==> src/tmr_pkg.sv <==
/*
 Constants shared by the rate and limit register block: pointers, reset
 values, field layout, sequencer states and timing.
 Assumes a single 125 MHz clock and the documented pointer map.
*/
// Functional notes
// - Rate field selects 1/16 s up to 32/s
// - Rate changes idle gap, not conversion time
// - Rate register resets to 08h
// - Rate read at 04h, written at 0Ah
// - Local high limit 05h/0Bh, resets 55h
// - Local low limit 06h/0Ch, resets 00h
// - Local result compared against high limit
// - Local result compared against low limit
// - Remote high upper 07h/0Dh, resets 55h
// - Remote low upper 08h/0Eh, resets 00h
// - Remote high upper is threshold integer part
// - Remote low upper is threshold integer part
// - Trigger at 0Fh starts one conversion in shutdown
// - Shutdown stops after current conversion, clear resumes
// - Remote over-limit flag when result exceeds limit
package tmr_pkg;
	localparam logic [7:0] RD_RATE = 8'h04;
	localparam logic [7:0] RD_LOC_HI = 8'h05;
	localparam logic [7:0] RD_LOC_LO = 8'h06;
	localparam logic [7:0] RD_REM_HI = 8'h07;
	localparam logic [7:0] RD_REM_LO = 8'h08;
	localparam logic [7:0] WR_RATE = 8'h0a;
	localparam logic [7:0] WR_LOC_HI = 8'h0b;
	localparam logic [7:0] WR_LOC_LO = 8'h0c;
	localparam logic [7:0] WR_REM_HI = 8'h0d;
	localparam logic [7:0] WR_REM_LO = 8'h0e;
	localparam logic [7:0] WR_ONE_SHOT = 8'h0f;
	localparam logic [3:0] RATE_RESET = 4'h8;
	localparam logic [3:0] RATE_MAX = 4'h9;
	localparam logic [7:0] LOC_HI_RESET = 8'h55;
	localparam logic [7:0] LOC_LO_RESET = 8'h00;
	localparam logic [7:0] REM_HI_RESET = 8'h55;
	localparam logic [7:0] REM_LO_RESET = 8'h00;
	localparam logic [7:0] READ_NONE = 8'h00;
	localparam logic [3:0] RATE_PAD = 4'h0;
	localparam logic [3:0] FRAC_ZERO = 4'h0;
	// Temperature word: integer byte is bits 11..4
	localparam int TEMP_W = 12;
	localparam int FRAC_W = 4;
	localparam longint CLK_HZ = 125000000;
	localparam longint SLOW_PERIOD_S = 16;
	localparam longint SLOW_CYCLES = SLOW_PERIOD_S * CLK_HZ;
	localparam longint CONV_TIME_US = 10;
	localparam longint CONV_CYCLES = (CONV_TIME_US * CLK_HZ) / 1000000;
	typedef enum logic [1:0] {
		ST_IDLE = 2'b00,
		ST_CONV = 2'b01,
		ST_WAIT = 2'b10
	} tmr_state_t;
endpackage

==> src/tmr_rate_timer.sv <==
/*
 Idle-interval timer between conversions.
 Assumes load arrives as a one-cycle pulse at conversion end.
*/
`timescale 1ns/1ps
`default_nettype none
module tmr_rate_timer #(
	parameter int unsigned SLOW_CYCLES = 32'd2000000000,
	parameter int unsigned CONV_CYCLES = 32'd1250
) (
	// Clock and reset
	input wire logic clock,
	input wire logic reset_n,
	// Control
	input wire logic load,
	input wire logic [3:0] rateCode,
	// Status
	output logic expired
);
	logic [31:0] cnt_q;
	logic running_q;
	wire [31:0] period = SLOW_CYCLES >> rateCode;
	wire [31:0] idle = (period > CONV_CYCLES) ? period - CONV_CYCLES : 32'd1;
	assign expired = running_q && (cnt_q == 32'd1);
	always_ff @(posedge clock) begin
		if (!reset_n) begin
			cnt_q <= 32'd0;
			running_q <= 1'b0;
		end else if (load) begin
			cnt_q <= idle;
			running_q <= 1'b1;
		end else if (expired) begin
			running_q <= 1'b0;
		end else if (running_q) begin
			cnt_q <= cnt_q - 32'd1;
		end
	end
endmodule // tmr_rate_timer
`default_nettype wire

==> src/tmr_limit_cmp.sv <==
/*
 Compares one temperature word with a high and low limit.
 Assumes the result is an unsigned 12-bit word with a valid strobe.
*/
`timescale 1ns/1ps
`default_nettype none
module tmr_limit_cmp #(
	parameter int TW = 12,
	parameter int FW = 4
) (
	// Clock and reset
	input wire logic clock,
	input wire logic reset_n,
	// Measurement
	input wire logic [TW-1:0] temp,
	input wire logic tempValid,
	// Limits: integer byte plus fraction
	input wire logic [TW-FW-1:0] hiLimit,
	input wire logic [FW-1:0] hiFrac,
	input wire logic [TW-FW-1:0] loLimit,
	input wire logic [FW-1:0] loFrac,
	// Results
	output logic over_q,
	output logic under_q
);
	wire isOver = temp > {hiLimit, hiFrac};
	wire isUnder = temp < {loLimit, loFrac};
	always_ff @(posedge clock) begin
		if (!reset_n) begin
			over_q <= 1'b0;
			under_q <= 1'b0;
		end else if (tempValid) begin
			over_q <= isOver;
			under_q <= isUnder;
		end
	end
endmodule // tmr_limit_cmp
`default_nettype wire

==> src/tmr_rate_limit_regs.sv <==
/*
 Conversion rate, local limits, remote limit upper bytes and the one-shot
 trigger, with the conversion sequencer they steer.
 Assumes a register port already decoded from the serial interface and
 ADC results delivered with one-cycle valid strobes.
*/
`timescale 1ns/1ps
`default_nettype none
module tmr_rate_limit_regs #(
	parameter int unsigned SLOW_CYCLES = 32'(tmr_pkg::SLOW_CYCLES),
	parameter int unsigned CONV_CYCLES = 32'(tmr_pkg::CONV_CYCLES)
) (
	// Clock and reset
	input wire logic clock,
	input wire logic reset_n,
	// Register write port
	input wire logic wrStb,
	input wire logic [7:0] wrPtr,
	input wire logic [7:0] wrData,
	// Register read port
	input wire logic rdStb,
	input wire logic [7:0] rdPtr,
	output logic [7:0] rdData_q,
	output logic rdAck_q,
	// Configuration
	input wire logic shutdownControlBit,
	// Measurements and remote limit fractions
	input wire logic [11:0] localTemp,
	input wire logic localValid,
	input wire logic [11:0] remoteTemp,
	input wire logic remoteValid,
	input wire logic [3:0] remoteHighFrac,
	input wire logic [3:0] remoteLowFrac,
	// Sequencer
	output logic convStart,
	output logic converting,
	// Comparator results
	output logic localOver_q,
	output logic localUnder_q,
	output logic remoteOverLimitFlag_q,
	output logic remoteUnder_q
);
	logic [3:0] rateSelectField_q;
	logic [7:0] localHighLimitBits_q;
	logic [7:0] localLowLimitBits_q;
	logic [7:0] remoteHighLimitUpperBits_q;
	logic [7:0] remoteLowLimitUpperBits_q;
	logic oneShotPending_q;
	logic [31:0] convCnt_q;
	tmr_pkg::tmr_state_t state_q;
	tmr_pkg::tmr_state_t state_d;

	// Write decode, read-only pointers never write
	wire wrRate = wrStb && (wrPtr == tmr_pkg::WR_RATE);
	wire wrLocHi = wrStb && (wrPtr == tmr_pkg::WR_LOC_HI);
	wire wrLocLo = wrStb && (wrPtr == tmr_pkg::WR_LOC_LO);
	wire wrRemHi = wrStb && (wrPtr == tmr_pkg::WR_REM_HI);
	wire wrRemLo = wrStb && (wrPtr == tmr_pkg::WR_REM_LO);
	// Trigger counts only in shutdown
	wire wrOneShot = wrStb && (wrPtr == tmr_pkg::WR_ONE_SHOT) && shutdownControlBit;

	always_ff @(posedge clock) begin
		if (!reset_n) begin
			rateSelectField_q <= tmr_pkg::RATE_RESET;
			localHighLimitBits_q <= tmr_pkg::LOC_HI_RESET;
			localLowLimitBits_q <= tmr_pkg::LOC_LO_RESET;
			remoteHighLimitUpperBits_q <= tmr_pkg::REM_HI_RESET;
			remoteLowLimitUpperBits_q <= tmr_pkg::REM_LO_RESET;
		end else begin
			if (wrRate) begin
				rateSelectField_q <= wrData[3:0];
			end
			if (wrLocHi) begin
				localHighLimitBits_q <= wrData;
			end
			if (wrLocLo) begin
				localLowLimitBits_q <= wrData;
			end
			if (wrRemHi) begin
				remoteHighLimitUpperBits_q <= wrData;
			end
			if (wrRemLo) begin
				remoteLowLimitUpperBits_q <= wrData;
			end
		end
	end

	// Read mux, unmapped and write-only pointers read zero
	wire [7:0] rdMux =
		(rdPtr == tmr_pkg::RD_RATE) ? {tmr_pkg::RATE_PAD, rateSelectField_q} :
		(rdPtr == tmr_pkg::RD_LOC_HI) ? localHighLimitBits_q :
		(rdPtr == tmr_pkg::RD_LOC_LO) ? localLowLimitBits_q :
		(rdPtr == tmr_pkg::RD_REM_HI) ? remoteHighLimitUpperBits_q :
		(rdPtr == tmr_pkg::RD_REM_LO) ? remoteLowLimitUpperBits_q :
		tmr_pkg::READ_NONE;

	always_ff @(posedge clock) begin
		if (!reset_n) begin
			rdData_q <= tmr_pkg::READ_NONE;
			rdAck_q <= 1'b0;
		end else begin
			rdAck_q <= rdStb;
			if (rdStb) begin
				rdData_q <= rdMux;
			end
		end
	end

	// Undefined codes run at the fastest rate
	wire [3:0] rateEff = (rateSelectField_q > tmr_pkg::RATE_MAX) ?
		tmr_pkg::RATE_MAX : rateSelectField_q;

	// Sequencer
	wire convDone = (state_q == tmr_pkg::ST_CONV) && (convCnt_q == CONV_CYCLES - 32'd1);
	wire idleDone;
	wire convLoad = convDone && !shutdownControlBit;

	always_comb begin
		state_d = state_q;
		unique case (state_q)
			tmr_pkg::ST_IDLE: begin
				if (!shutdownControlBit || oneShotPending_q) begin
					state_d = tmr_pkg::ST_CONV;
				end
			end
			tmr_pkg::ST_CONV: begin
				if (convDone) begin
					// Finish the sequence, then honour shutdown
					state_d = shutdownControlBit ? tmr_pkg::ST_IDLE : tmr_pkg::ST_WAIT;
				end
			end
			tmr_pkg::ST_WAIT: begin
				if (shutdownControlBit) begin
					state_d = tmr_pkg::ST_IDLE;
				end else if (idleDone) begin
					state_d = tmr_pkg::ST_CONV;
				end
			end
			default: begin
				state_d = tmr_pkg::ST_IDLE;
			end
		endcase
	end

	// No start pulse while reset holds the sequencer
	assign convStart = reset_n && (state_q != tmr_pkg::ST_CONV) &&
		(state_d == tmr_pkg::ST_CONV);
	assign converting = (state_q == tmr_pkg::ST_CONV);

	always_ff @(posedge clock) begin
		if (!reset_n) begin
			state_q <= tmr_pkg::ST_IDLE;
			convCnt_q <= 32'd0;
		end else begin
			state_q <= state_d;
			convCnt_q <= convStart ? 32'd0 : convCnt_q + 32'd1;
		end
	end

	// Pending trigger; a new write wins over the clear
	always_ff @(posedge clock) begin
		if (!reset_n) begin
			oneShotPending_q <= 1'b0;
		end else if (wrOneShot) begin
			oneShotPending_q <= 1'b1;
		end else if (convStart || !shutdownControlBit) begin
			oneShotPending_q <= 1'b0;
		end
	end

	tmr_rate_timer #(
		.SLOW_CYCLES(SLOW_CYCLES),
		.CONV_CYCLES(CONV_CYCLES)
	) uTimer (
		.clock(clock),
		.reset_n(reset_n),
		.load(convLoad),
		.rateCode(rateEff),
		.expired(idleDone)
	);

	tmr_limit_cmp #(
		.TW(tmr_pkg::TEMP_W),
		.FW(tmr_pkg::FRAC_W)
	) uLocalCmp (
		.clock(clock),
		.reset_n(reset_n),
		.temp(localTemp),
		.tempValid(localValid),
		.hiLimit(localHighLimitBits_q),
		.hiFrac(tmr_pkg::FRAC_ZERO),
		.loLimit(localLowLimitBits_q),
		.loFrac(tmr_pkg::FRAC_ZERO),
		.over_q(localOver_q),
		.under_q(localUnder_q)
	);

	tmr_limit_cmp #(
		.TW(tmr_pkg::TEMP_W),
		.FW(tmr_pkg::FRAC_W)
	) uRemoteCmp (
		.clock(clock),
		.reset_n(reset_n),
		.temp(remoteTemp),
		.tempValid(remoteValid),
		.hiLimit(remoteHighLimitUpperBits_q),
		.hiFrac(remoteHighFrac),
		.loLimit(remoteLowLimitUpperBits_q),
		.loFrac(remoteLowFrac),
		.over_q(remoteOverLimitFlag_q),
		.under_q(remoteUnder_q)
	);

	// Checks
	property p_rate_reset;
		@(posedge clock) !reset_n |=> rateSelectField_q == tmr_pkg::RATE_RESET;
	endproperty
	a_rate_reset: assert property (p_rate_reset) else $error("rate reset wrong");

	property p_rate_pad;
		@(posedge clock) disable iff (!reset_n)
		rdStb && rdPtr == tmr_pkg::RD_RATE |=> rdData_q[7:4] == tmr_pkg::RATE_PAD && rdAck_q;
	endproperty
	a_rate_pad: assert property (p_rate_pad) else $error("rate upper nibble set");

	property p_rate_write;
		@(posedge clock) disable iff (!reset_n)
		wrStb && wrPtr == tmr_pkg::WR_RATE |=> rateSelectField_q == $past(wrData[3:0]);
	endproperty
	a_rate_write: assert property (p_rate_write) else $error("rate write lost");

	property p_loc_hi_ro;
		@(posedge clock) disable iff (!reset_n)
		wrStb && wrPtr == tmr_pkg::RD_LOC_HI |=> $stable(localHighLimitBits_q);
	endproperty
	a_loc_hi_ro: assert property (p_loc_hi_ro) else $error("read pointer wrote");

	property p_rem_hi_rd;
		@(posedge clock) disable iff (!reset_n)
		rdStb && rdPtr == tmr_pkg::RD_REM_HI |=> rdData_q == $past(remoteHighLimitUpperBits_q);
	endproperty
	a_rem_hi_rd: assert property (p_rem_hi_rd) else $error("remote high read wrong");

	property p_conv_len;
		@(posedge clock) disable iff (!reset_n)
		convStart |=> converting && convCnt_q == 32'd0;
	endproperty
	a_conv_len: assert property (p_conv_len) else $error("conversion not started");

	property p_sd_quiet;
		@(posedge clock) disable iff (!reset_n)
		shutdownControlBit && state_q == tmr_pkg::ST_IDLE && !oneShotPending_q && !wrOneShot
		|=> !converting;
	endproperty
	a_sd_quiet: assert property (p_sd_quiet) else $error("converting in shutdown");

	property p_one_shot;
		@(posedge clock) disable iff (!reset_n)
		wrStb && wrPtr == tmr_pkg::WR_ONE_SHOT && shutdownControlBit && state_q == tmr_pkg::ST_IDLE
		|=> ##[0:1] convStart;
	endproperty
	a_one_shot: assert property (p_one_shot) else $error("one-shot not started");

	property p_rem_over;
		@(posedge clock) disable iff (!reset_n)
		remoteValid |=> remoteOverLimitFlag_q ==
			($past(remoteTemp) > {$past(remoteHighLimitUpperBits_q), $past(remoteHighFrac)});
	endproperty
	a_rem_over: assert property (p_rem_over) else $error("remote over flag wrong");

	property p_loc_lo_write;
		@(posedge clock) disable iff (!reset_n)
		wrStb && wrPtr == tmr_pkg::WR_LOC_LO |=> localLowLimitBits_q == $past(wrData);
	endproperty
	a_loc_lo_write: assert property (p_loc_lo_write) else $error("local low write lost");

	property p_rem_lo_write;
		@(posedge clock) disable iff (!reset_n)
		wrStb && wrPtr == tmr_pkg::WR_REM_LO |=> remoteLowLimitUpperBits_q == $past(wrData);
	endproperty
	a_rem_lo_write: assert property (p_rem_lo_write) else $error("remote low write lost");

	property p_loc_over;
		@(posedge clock) disable iff (!reset_n)
		localValid |=> localOver_q ==
			($past(localTemp) > {$past(localHighLimitBits_q), tmr_pkg::FRAC_ZERO});
	endproperty
	a_loc_over: assert property (p_loc_over) else $error("local over flag wrong");

	property p_loc_under;
		@(posedge clock) disable iff (!reset_n)
		localValid |=> localUnder_q ==
			($past(localTemp) < {$past(localLowLimitBits_q), tmr_pkg::FRAC_ZERO});
	endproperty
	a_loc_under: assert property (p_loc_under) else $error("local under flag wrong");

	property p_rem_under;
		@(posedge clock) disable iff (!reset_n)
		remoteValid |=> remoteUnder_q ==
		($past(remoteTemp) < {$past(remoteLowLimitUpperBits_q), $past(remoteLowFrac)});
	endproperty
	a_rem_under: assert property (p_rem_under) else $error("remote under flag wrong");

	property p_trig_ignored;
		@(posedge clock) disable iff (!reset_n)
		wrStb && wrPtr == tmr_pkg::WR_ONE_SHOT && !shutdownControlBit
		|=> !oneShotPending_q;
	endproperty
	a_trig_ignored: assert property (p_trig_ignored) else $error("trigger not ignored");
endmodule // tmr_rate_limit_regs
`default_nettype wire

==> config.mk <==
export PLATFORM = sky130hd
export DESIGN_NAME = tmr_rate_limit_regs
export DESIGN_NICKNAME = d
export VERILOG_FILES = /design/src/tmr_pkg.sv /design/src/tmr_rate_timer.sv /design/src/tmr_limit_cmp.sv /design/src/tmr_rate_limit_regs.sv
export SDC_FILE = /design/constraint.sdc
export NUM_CORES = 1
export LEC_CHECK = 0
export ABC_AREA = 1
export BUFFER_PORTS_ARGS = -buffer_cell sky130_fd_sc_hd__buf_2
export CORE_UTILIZATION = 45
export DETAILED_ROUTE_END_ITERATION = 16
export PLACE_DENSITY = 0.7
export SLEW_MARGIN = 5
export SYNTH_ARGS = -nofsm -noshare
export SYNTH_HDL_FRONTEND = slang
export SYNTH_HIERARCHICAL = 1
export SYNTH_SLANG_ARGS = --single-unit
==> constraint.sdc <==
create_clock -name clock -period 3.4 [get_ports clock]
set_clock_uncertainty 0.15 [all_clocks]
set_input_delay 0.51 -clock clock [delete_from_list [all_inputs] [get_ports clock]]
set_output_delay 0.51 -clock clock [all_outputs]
set_load 0.01 [all_outputs]
## Yosys cells after proc, flatten, opt, wreduce, memory -nomap -nowiden

Cells that the tools add are included.

- Add/sub/neg operators: 3
- Magnitude comparators: 6
- Equal/unequal tests: 18
- Shift operators: 1
- Muxes and demuxes: 20
- Bitwise gates (word level): 1
- Reductions and logical operators: 21

Operator list:

| operator | number |
|---|---|
| two-way mux 32 bit | 4 |
| equality test 8 x 4 -> 1 bit (second input constant) | 7 |
| two-way mux 8 bit | 5 |
| adder 32 x 1 -> 32 bit (second input constant) | 1 |
| equality test 32 x 1 -> 1 bit (second input constant) | 1 |
| equality test 32 x 11 -> 1 bit (second input constant) | 1 |
| equality test 8 x 3 -> 1 bit (second input constant) | 4 |
| greater-than comparator 32 x 11 -> 1 bit (second input constant) | 1 |
| right shift 31 x 4 -> 32 bit (first input constant) | 1 |
| subtractor 32 x 1 -> 32 bit (second input constant) | 1 |
| subtractor 32 x 11 -> 32 bit (second input constant) | 1 |
| greater-than comparator 12 bit | 2 |
| < comparator 12 bit | 2 |
| logical AND 1 bit | 12 |
| two-way mux 2 bit | 5 |
| one-hot mux 2 bit (3 select lines) | 1 |
| nonzero test 2 bit | 3 |
| equality test 2 x 1 -> 1 bit (second input constant) | 2 |
| greater-than comparator 4 bit (second input constant) | 1 |
| two-way mux 1 bit | 4 |
| two-way mux 4 bit | 1 |
| != test 2 x 1 -> 1 bit (second input constant) | 2 |
| equality test 2 bit (second input constant) | 1 |
| logical NOT 2 bit | 1 |
| other kinds (5) | 6 |

- Bits in registers: 117
- Input bits: 63
- Output and inout port bits: 15
- Word-level logic and storage cells: 86

## Depth between registers and ports, before layout

Gate-level depths: netlist of the first run.

- Word-level depth: 10
- Depth in mapped cells: 17
- Mapped depth without buffers: 17

## Hierarchy

The synthesis of the first run kept the hierarchy.

Modules (own cells, without submodules):

| module | times used | cells an instance | area each (um2) | seq. area each (um2) |
|---|---|---|---|---|
| tmr_rate_limit_regs | 1 | 584 | 3,897.5 | 1,601.5 |
| tmr_rate_timer | 1 | 575 | 3,347.0 | 660.6 |
| tmr_limit_cmp | 2 | 117 | 738.2 | 40.0 |

## Worst setup path before layout of the first run

Ideal clock, no wire load.

- Kind: flip-flop to flip-flop
- From: register rateSelectField_q[1]
- To: register uTimer.cnt_q[10]
- Setup time: 119 ps
- Data arrival time: 2,246 ps
- Data required time: 3,131 ps
- Setup slack: 884 ps
- Cell stages (with the launch flop): 18
- Buffers on the path: 1
- Period minus slack after synthesis: 2,516 ps
- Path through: dfxtp_1 inv_1 nor2_1 inv_1 ha_1 inv_1 nand2_2 nand2_1 nand2_1 nand2_4 nand2_4 nor2_4 nand2_4 o21ai_4 inv_2 buf_6 nand2_1 a21oi_1

- Cells in the longest elaborated chain, start to end: 6
- Elaborated cells between the ends (all ways): 7
- Classes of those cells: add/sub (1); order compare (2); shift (1); mux (3)

Ends and longest elaborated chain:

| element | RTL line | text |
|---|---|---|
| from (decl) | tmr_rate_limit_regs.sv:43 | `logic [3:0] rateSelectField_q;` |
| from (signal assigned) | tmr_rate_limit_regs.sv:64 | `rateSelectField_q <= tmr_pkg::RATE_RESET;` |
| from (signal assigned) | tmr_rate_limit_regs.sv:71 | `rateSelectField_q <= wrData[3:0];` |
| greater-than comparator 4 bit | tmr_rate_limit_regs.sv:110 | `wire [3:0] rateEff = (rateSelectField_q > tmr_pkg::RATE_MAX) ?` |
| two-way mux 4 bit (*) | tmr_rate_limit_regs.sv:110 |  |
| named net rateEff[1] | tmr_rate_limit_regs.sv:110 |  |
| right shift 31 x 4 -> 32 bit (*) | tmr_rate_timer.sv:22 | `wire [31:0] period = SLOW_CYCLES >> rateCode;` |
| subtractor 32 x 11 -> 32 bit or greater-than comparator 32 x 11 -> 1 bit (tied branches) | tmr_rate_timer.sv:23 | `wire [31:0] idle = (period > CONV_CYCLES) ? period - CONV_CYCLES : 32'd1;` |
| two-way mux 32 bit (*) | tmr_rate_timer.sv:23 |  |
| two-way mux 32 bit (*) | tmr_rate_timer.sv:29 | `end else if (load) begin` |
| to (signal assigned) | tmr_rate_timer.sv:30 | `cnt_q <= idle;` |
| to (signal assigned) | tmr_rate_timer.sv:35 | `cnt_q <= cnt_q - 32'd1;` |
| to (decl) | tmr_rate_timer.sv:20 | `logic [31:0] cnt_q;` |

The timed path passes the listed nets; every way through them passes the cells marked *.
A chain may end at the register's enable or synchronous reset.

## Worst setup path in the final report of the first run

- From: register rateSelectField_q[3]
- To: register uTimer.cnt_q[9]

- Cells in the longest elaborated chain, start to end: 6
- Elaborated cells between the ends (all ways): 7
- Classes of those cells: add/sub (1); order compare (2); shift (1); mux (3)

Ends and longest elaborated chain:

| element | RTL line |
|---|---|
| greater-than comparator 4 bit (*) | tmr_rate_limit_regs.sv:110 |
| two-way mux 4 bit (*) | tmr_rate_limit_regs.sv:110 |
| named net rateEff[0] | tmr_rate_limit_regs.sv:110 |
| right shift 31 x 4 -> 32 bit (*) | tmr_rate_timer.sv:22 |
| subtractor 32 x 11 -> 32 bit or greater-than comparator 32 x 11 -> 1 bit (tied branches) | tmr_rate_timer.sv:23 |
| two-way mux 32 bit (*) | tmr_rate_timer.sv:23 |
| two-way mux 32 bit (*) | tmr_rate_timer.sv:29 |

Marked as above.

==> results of run 1 <==
[power groups by stage]
stage / Clock (mW) / Combinational (mW) / Sequential [mW]
after detailed placement: 0 / 0.254 / 1.42
after global routing: 1.86 / 0.293 / 1.39
final: 1.77 / 0.255 / 1.39
after CTS: 1.79 / 0.256 / 1.39
after global placement: 0 / 0.248 / 1.42
after floorplan: 0 / 0.155 / 1.42
[final timing paths]
path,startpoint,endpoint
worst max-delay path,rateSelectField_q[3],uTimer/cnt_q[9]
worst min register to register,oneShotPending_q,oneShotPending_q
worst min-delay path,localValid,uLocalCmp/under_q
worst max register to register,rateSelectField_q[3],uTimer/cnt_q[9]
[cells in the mapped netlist (all sizes together), types with 17 or more instances]
cell / number / area, um2
dfxtp: 117 / 2340
buf: 17 / 150
ha: 58 / 726
inv: 208 / 783
xor2: 26 / 228
nand2: 355 / 1440
o21ai: 104 / 536
nand3: 110 / 603
nor2: 200 / 806
nor3: 25 / 130
clkbuf: 17 / 63.8
nand4: 18 / 125
a21oi: 91 / 463
[final cells by class]
cell class / instances / area share (%)
well taps: 260 / 3.29
multi-input cells: 1039 / 54.8
inverters: 210 / 8.00
flip-flops and latches: 117 / 23.7
clock buffers: 22 / 4.70
repair buffers: 85 / 4.51
clock inverters: 9 / 1.05
[per-layer routing]
metal  global-route usage, %  wire [um]  vias up
met3                    4.42       1150       32
met5                       0          0        -
met2                    40.9      10800      254
li1                        -          -     4583
met4                    6.69        339        0
met1                    32.1      11300     4052
[per-stage QoR]
stage | cells | worst slack, ps | hold slack, ps
CTS | 1742 | 299 | 149
finish | 1742 | 261 | 157
floorplan | 1400 | 884 | 283
global placement | 1711 | 540 | 299
global route | 1742 | -0.266 | 148
detailed placement | 1711 | 378 | 302
[state kept, by name, summed over array words and instances (netlist names), 2 cells and up]
register and flops:
localLowLimitBits_q 8, remoteHighLimitUpperBits_q 8, localHighLimitBits_q 8, uTimer/cnt_q 32, rateSelectField_q 4, convCnt_q 32
state_q 2, remoteLowLimitUpperBits_q 8, rdData_q 8
[cell families (layout without fill, tap and decap cells)]
logic type      after synthesis  after routing  synth area share [%]
compound gates              218            218                  13.3
xor+xnor                     34             34                  3.41
fa+ha+maj                    58             58                  8.32
buf+inv                     244            326                  11.5
flops                       117            117                  26.9
other cells                   1              8                0.0430
simple gates                721            721                  36.5
[critical path: stages, from the launching register on]
cell,delay (ps)
dfxtp_1,600
o21ai_0,160
nand2_1,210
inv_2,120
ha_1,340
inv_1,120
nand2_1,150
nand3_1,180
ha_1,220
nand2_1,60
nor2_1,190
nor2_1,120
o21ai_0,230
nand3_2,100
a21oi_1,130
[repair_timing]
item                                    4_1_cts  5_1_grt
endpoints found under the setup margin        0        3
hold buffers                                  0        0
gates resized for setup                       0        1
==> impl_metrics.ini, run 1 <==
[place]
port-buffer-count = 77
dp_hpwl_um = 17900
placed_area_mm2 = 0.00932
place_congestion = 0.904

[critical_path]
crit_arrival_ps = 3330
path_max_fanout = 14
crit_path_start_kind = register
ff2ff_path_depth = 14
critPathRequiredTime_ps = 3600
reg2reg_setup_slack_ps = 260
end_kind = register
crit_type = reg -> reg

[global_routing]
overflow = 0
grt_pass1_wl_um = 39200
grt_pass1_vias = 8371
antenna_found_initial = 0
track_usage_pct = 24.4
grt_max_degree = 44

[final_layout]
final-seq-area_mm2 = 0.00234
fillCellCount = 1863
multiInputGateArea_mm2 = 0.00541
num-nets-final = 1591
postLayoutCellArea_mm2 = 0.00989
layout_common_cells = 328 x nand2_1, 196 x inv_1, 187 x nor2_1
area_growth_pct = 13.4
diodes = 0
layout_commonest_cell = nand2_1
final_util_pct = 52.5
final_layout_size_suffix_gt1_share_pct = 12.7

[clock_tree]
cts_setup_buffers = 0
h-tree-depth = 4
cts.sinks = 117
cts.path.max_buffers = 2
cts_tree = built
cts_root_buf = clkbuf_16
numCtsBuffers = 17
path_clk_slew_ps = 60
clock_latency_ps = 410

[hold_path]
min_path_type = in -> reg
worstHoldPathCells = 2

[routing]
routed_via_density = 5.12
initialDrtViolationCount = 875
first_pass_iters = 6
routed-via-count = 8921
wl_per_cell_um = 13.6
ant_nets = 0
drt-total-wl_um = 23600
drc_errors = 0

[sta]
drv_slew = 0
fmax_mhz = 319
finalCriticalPeriod_ps = 3140
setup_viol = 0
tightest_slew_ps = 719
period_share_pct = 92.3
hold_viol_final = 0
tns_ps = 0
slew_headroom_pct = 51.7

[pwr]
p_leak_nw = 4.71
switching_power_mw = 0.822
power_frac_clock_pct = 51.8
vdd_drop_max_v = 0.000327
total_power_mw = 3.41
p_per_area_mw_per_mm2 = 345
internal_power_mw = 2.59
p_comb_share_pct = 7.5
switching_share_pct = 24.1
seq_power_share_pct = 40.8

[synthesis]
syn_area_per_cell_um2 = 6.26
synth_async_sr_flop_share_pct = 0
synth_edf_count = 0
synth_ff_type = dfxtp_1
synth_cell_types = 44
syn_inst = 1393
yosys_register_bits = 117
ys_seq_area_share_pct = 26.9
yosys_warnings = 6
syn_area_mm2 = 0.00872

[floorplanning]
core_mm2 = 0.0188
die_x_um = 141
die_h_um = 141
ios = 78
row_count = 50
start_util_pct = 46.3
die_area_mm2 = 0.0199

[flow_run]
cap_violations = 0

[status]
outcome = completed
Note: power is estimated with default switching activity, not from simulation.
==> run 2, diff against run 1 <==
--- a/config.mk
+++ b/config.mk
@@ -5,7 +5,6 @@
 export SDC_FILE = /design/constraint.sdc
 export NUM_CORES = 1
 export LEC_CHECK = 0
-export ABC_AREA = 1
 export BUFFER_PORTS_ARGS = -buffer_cell sky130_fd_sc_hd__buf_2
 export CORE_UTILIZATION = 45
 export DETAILED_ROUTE_END_ITERATION = 16
==> impl_metrics.ini, run 2 <==
[synthesis]
yosys_warnings = 6
yosysTopAreaCell = dfxtp_1
syn_inst = 992
yosys_register_bits = 117
synth_top_area_share_pct = 28.9
synth_ff_type = dfxtp_1
yosysMostFrequentCell = dfxtp_1
ys_seq_area_share_pct = 28.9
synth_edf_count = 0
synth.area.top_cells = dfxtp_1 29%, ha_1 8.9%, mux2i_1 5.8%, a21oi_1 3.9%, inv_1 3.4%
synth_async_sr_flop_share_pct = 0
syn_area_per_cell_um2 = 8.18
syn_area_mm2 = 0.00811
synth_commonest_cells = 117 x dfxtp_1, 74 x inv_1, 71 x nand2_1, 70 x nor2_1, 64 x a21oi_1
synth_cell_types = 75

[sta]
finalCriticalPeriod_ps = 3500
setup_viol = 1
slew_headroom_pct = 45.8
rsz0062_at_grt = true
worst_slack_ps = -98.2
tightest_slew_ps = 806
drv_slew = 0
hold_viol_final = 0
holdWs_ps = 214
fmax_mhz = 286
period_share_pct = 103

[final_layout]
final_util_pct = 54.1
num-nets-final = 1190
layout_commonest_cell = dfxtp_1
instances_no_fill = 1307
area_growth_pct = 16.7
final_layout_size_suffix_gt1_share_pct = 17.7
layout_common_cells = 115 x dfxtp_1, 77 x buf_2, 73 x inv_1
diodes = 0
largest_registers = convCnt_q: 32 flops, uTimer/cnt_q: 32 flops

[place]
dpl.cell_count = 1274
pre_cts_ws_ps = 25.2
dp_hpwl_um = 14900
place_congestion = 0.863
port-buffer-count = 77

[global_routing]
track_usage_pct = 22.5
grt_pass1_vias = 6722
overflow = 0
grt_max_degree = 70
grt_pass1_wl_um = 33100
antenna_found_initial = 0

[pwr]
p_per_area_mw_per_mm2 = 366
total_power_mw = 3.47
p_leak_nw = 3.85
vdd_drop_max_v = 0.000310

[critical_path]
critPathRequiredTime_ps = 2740
cp_top_family = simple AND/OR/NAND/NOR gates
end_kind = primary output
path_buf_inv = 3
slowest_delay_ps = 520
path_cells = or4_4, or3_4, nor4_4, buf_4, inv_2, a221o_1, nor2_2, buf_2
slowest_stage = or4_4
crit_arrival_ps = 2840
crit_path_start_kind = register
path_max_fanout = 8
crit_type = reg -> out

[floorplanning]
start_util_pct = 46.4
die_area_mm2 = 0.0186
die_x_um = 136
die_h_um = 136
row_count = 48
ios = 78
core_mm2 = 0.0175

[routing]
ant_nets = 0
initialDrtViolationCount = 557
drc_errors = 0
drt-total-wl_um = 20500
routed_via_density = 5.74
first_pass_iters = 6
wl_per_cell_um = 15.7
routed-via-count = 7506

[status]
outcome = finished with violations
violations = negative setup slack

[clock_tree]
numCtsBuffers = 17
clock_latency_ps = 420
cts_tree = built
h-tree-depth = 4
path_clk_slew_ps = 60
cts.sinks = 117
cts.path.max_buffers = 2
cts_hold_buffers = 0
cts_root_buf = clkbuf_16

[flow_run]
cap_violations = 0

[hold_path]
min_path_type = in -> reg
[run 2: kinds of logic after synthesis]
| group | Yosys count | synth area share, % |
|---|---|---|
| other | 1 | 0.0462 |
| multiplexers | 62 | 8.30 |
| flip-flops | 117 | 28.9 |
| XOR/XNOR | 45 | 4.86 |
| buffers and inverters | 125 | 6.12 |
| AO/OA/AOI/OAI | 226 | 18.1 |
| adder cells (fa/ha/maj) | 58 | 8.95 |
| AND/OR/NAND/NOR | 358 | 24.8 |
[run 2: metal layers]
metal	share of wire, %	global-route usage (%)
met5	0	0
met4	1.9	8.02
met3	4.5	3.73
met2	45	34.7
met1	49	31.4
[run 2: where the power goes]
part           leakage (nW)  internal [mW]  switching, mW
clock                 0.288           1.10          0.715
combinational          2.62          0.111          0.152
sequential            0.946           1.38        0.00783
[run 2: cell type report]
class	instances	area, um2
Tap cell	225	282
Fill cell	1600	8010
Inverter	74	278
Timing Repair Buffer	102	611
Clock buffer	17	425
Multi-Input combinational cell	757	5350
Clock inverter	15	170
Sequential cell	117	2340
[run 2: worst register-to-register path: stages (launching register included)]
cell and delay, ps:
dfxtp_2 340, or4_4 560, or4_4 460, buf_4 180, o31ai_4 510, buf_4 270, nor4_1 70, mux2_2 290
o21a_1 180
[run 2: final timing paths]
kind / from / cells past startpoint / slack (ps) / to
setup / recovery: uTimer/cnt_q[7] / 8 / -100 / convStart
hold / removal: shutdownControlBit / 3 / 210 / oneShotPending_q
hold reg to reg: rdData_q[4] / 2 / 310 / rdData_q[4]
setup reg to reg: uTimer/cnt_q[24] / 8 / 270 / uTimer/cnt_q[12]
[run 2: per-stage QoR]
stage	instance area, um2	setup TNS [ps]
detailed placement	8810	0
global placement	8810	-18.3
global route	9460	-200
finish	9460	-98.2
CTS	9450	-88.3
floorplan	8140	0
[run 2: timing repair]
| item | CTS | global route |
|---|---|---|
| buffers inserted | 1 | 0 |
| pin swaps | 2 | 0 |
| setup endpoints to repair | 1 | 17 |
| resized for setup | 10 | 3 |
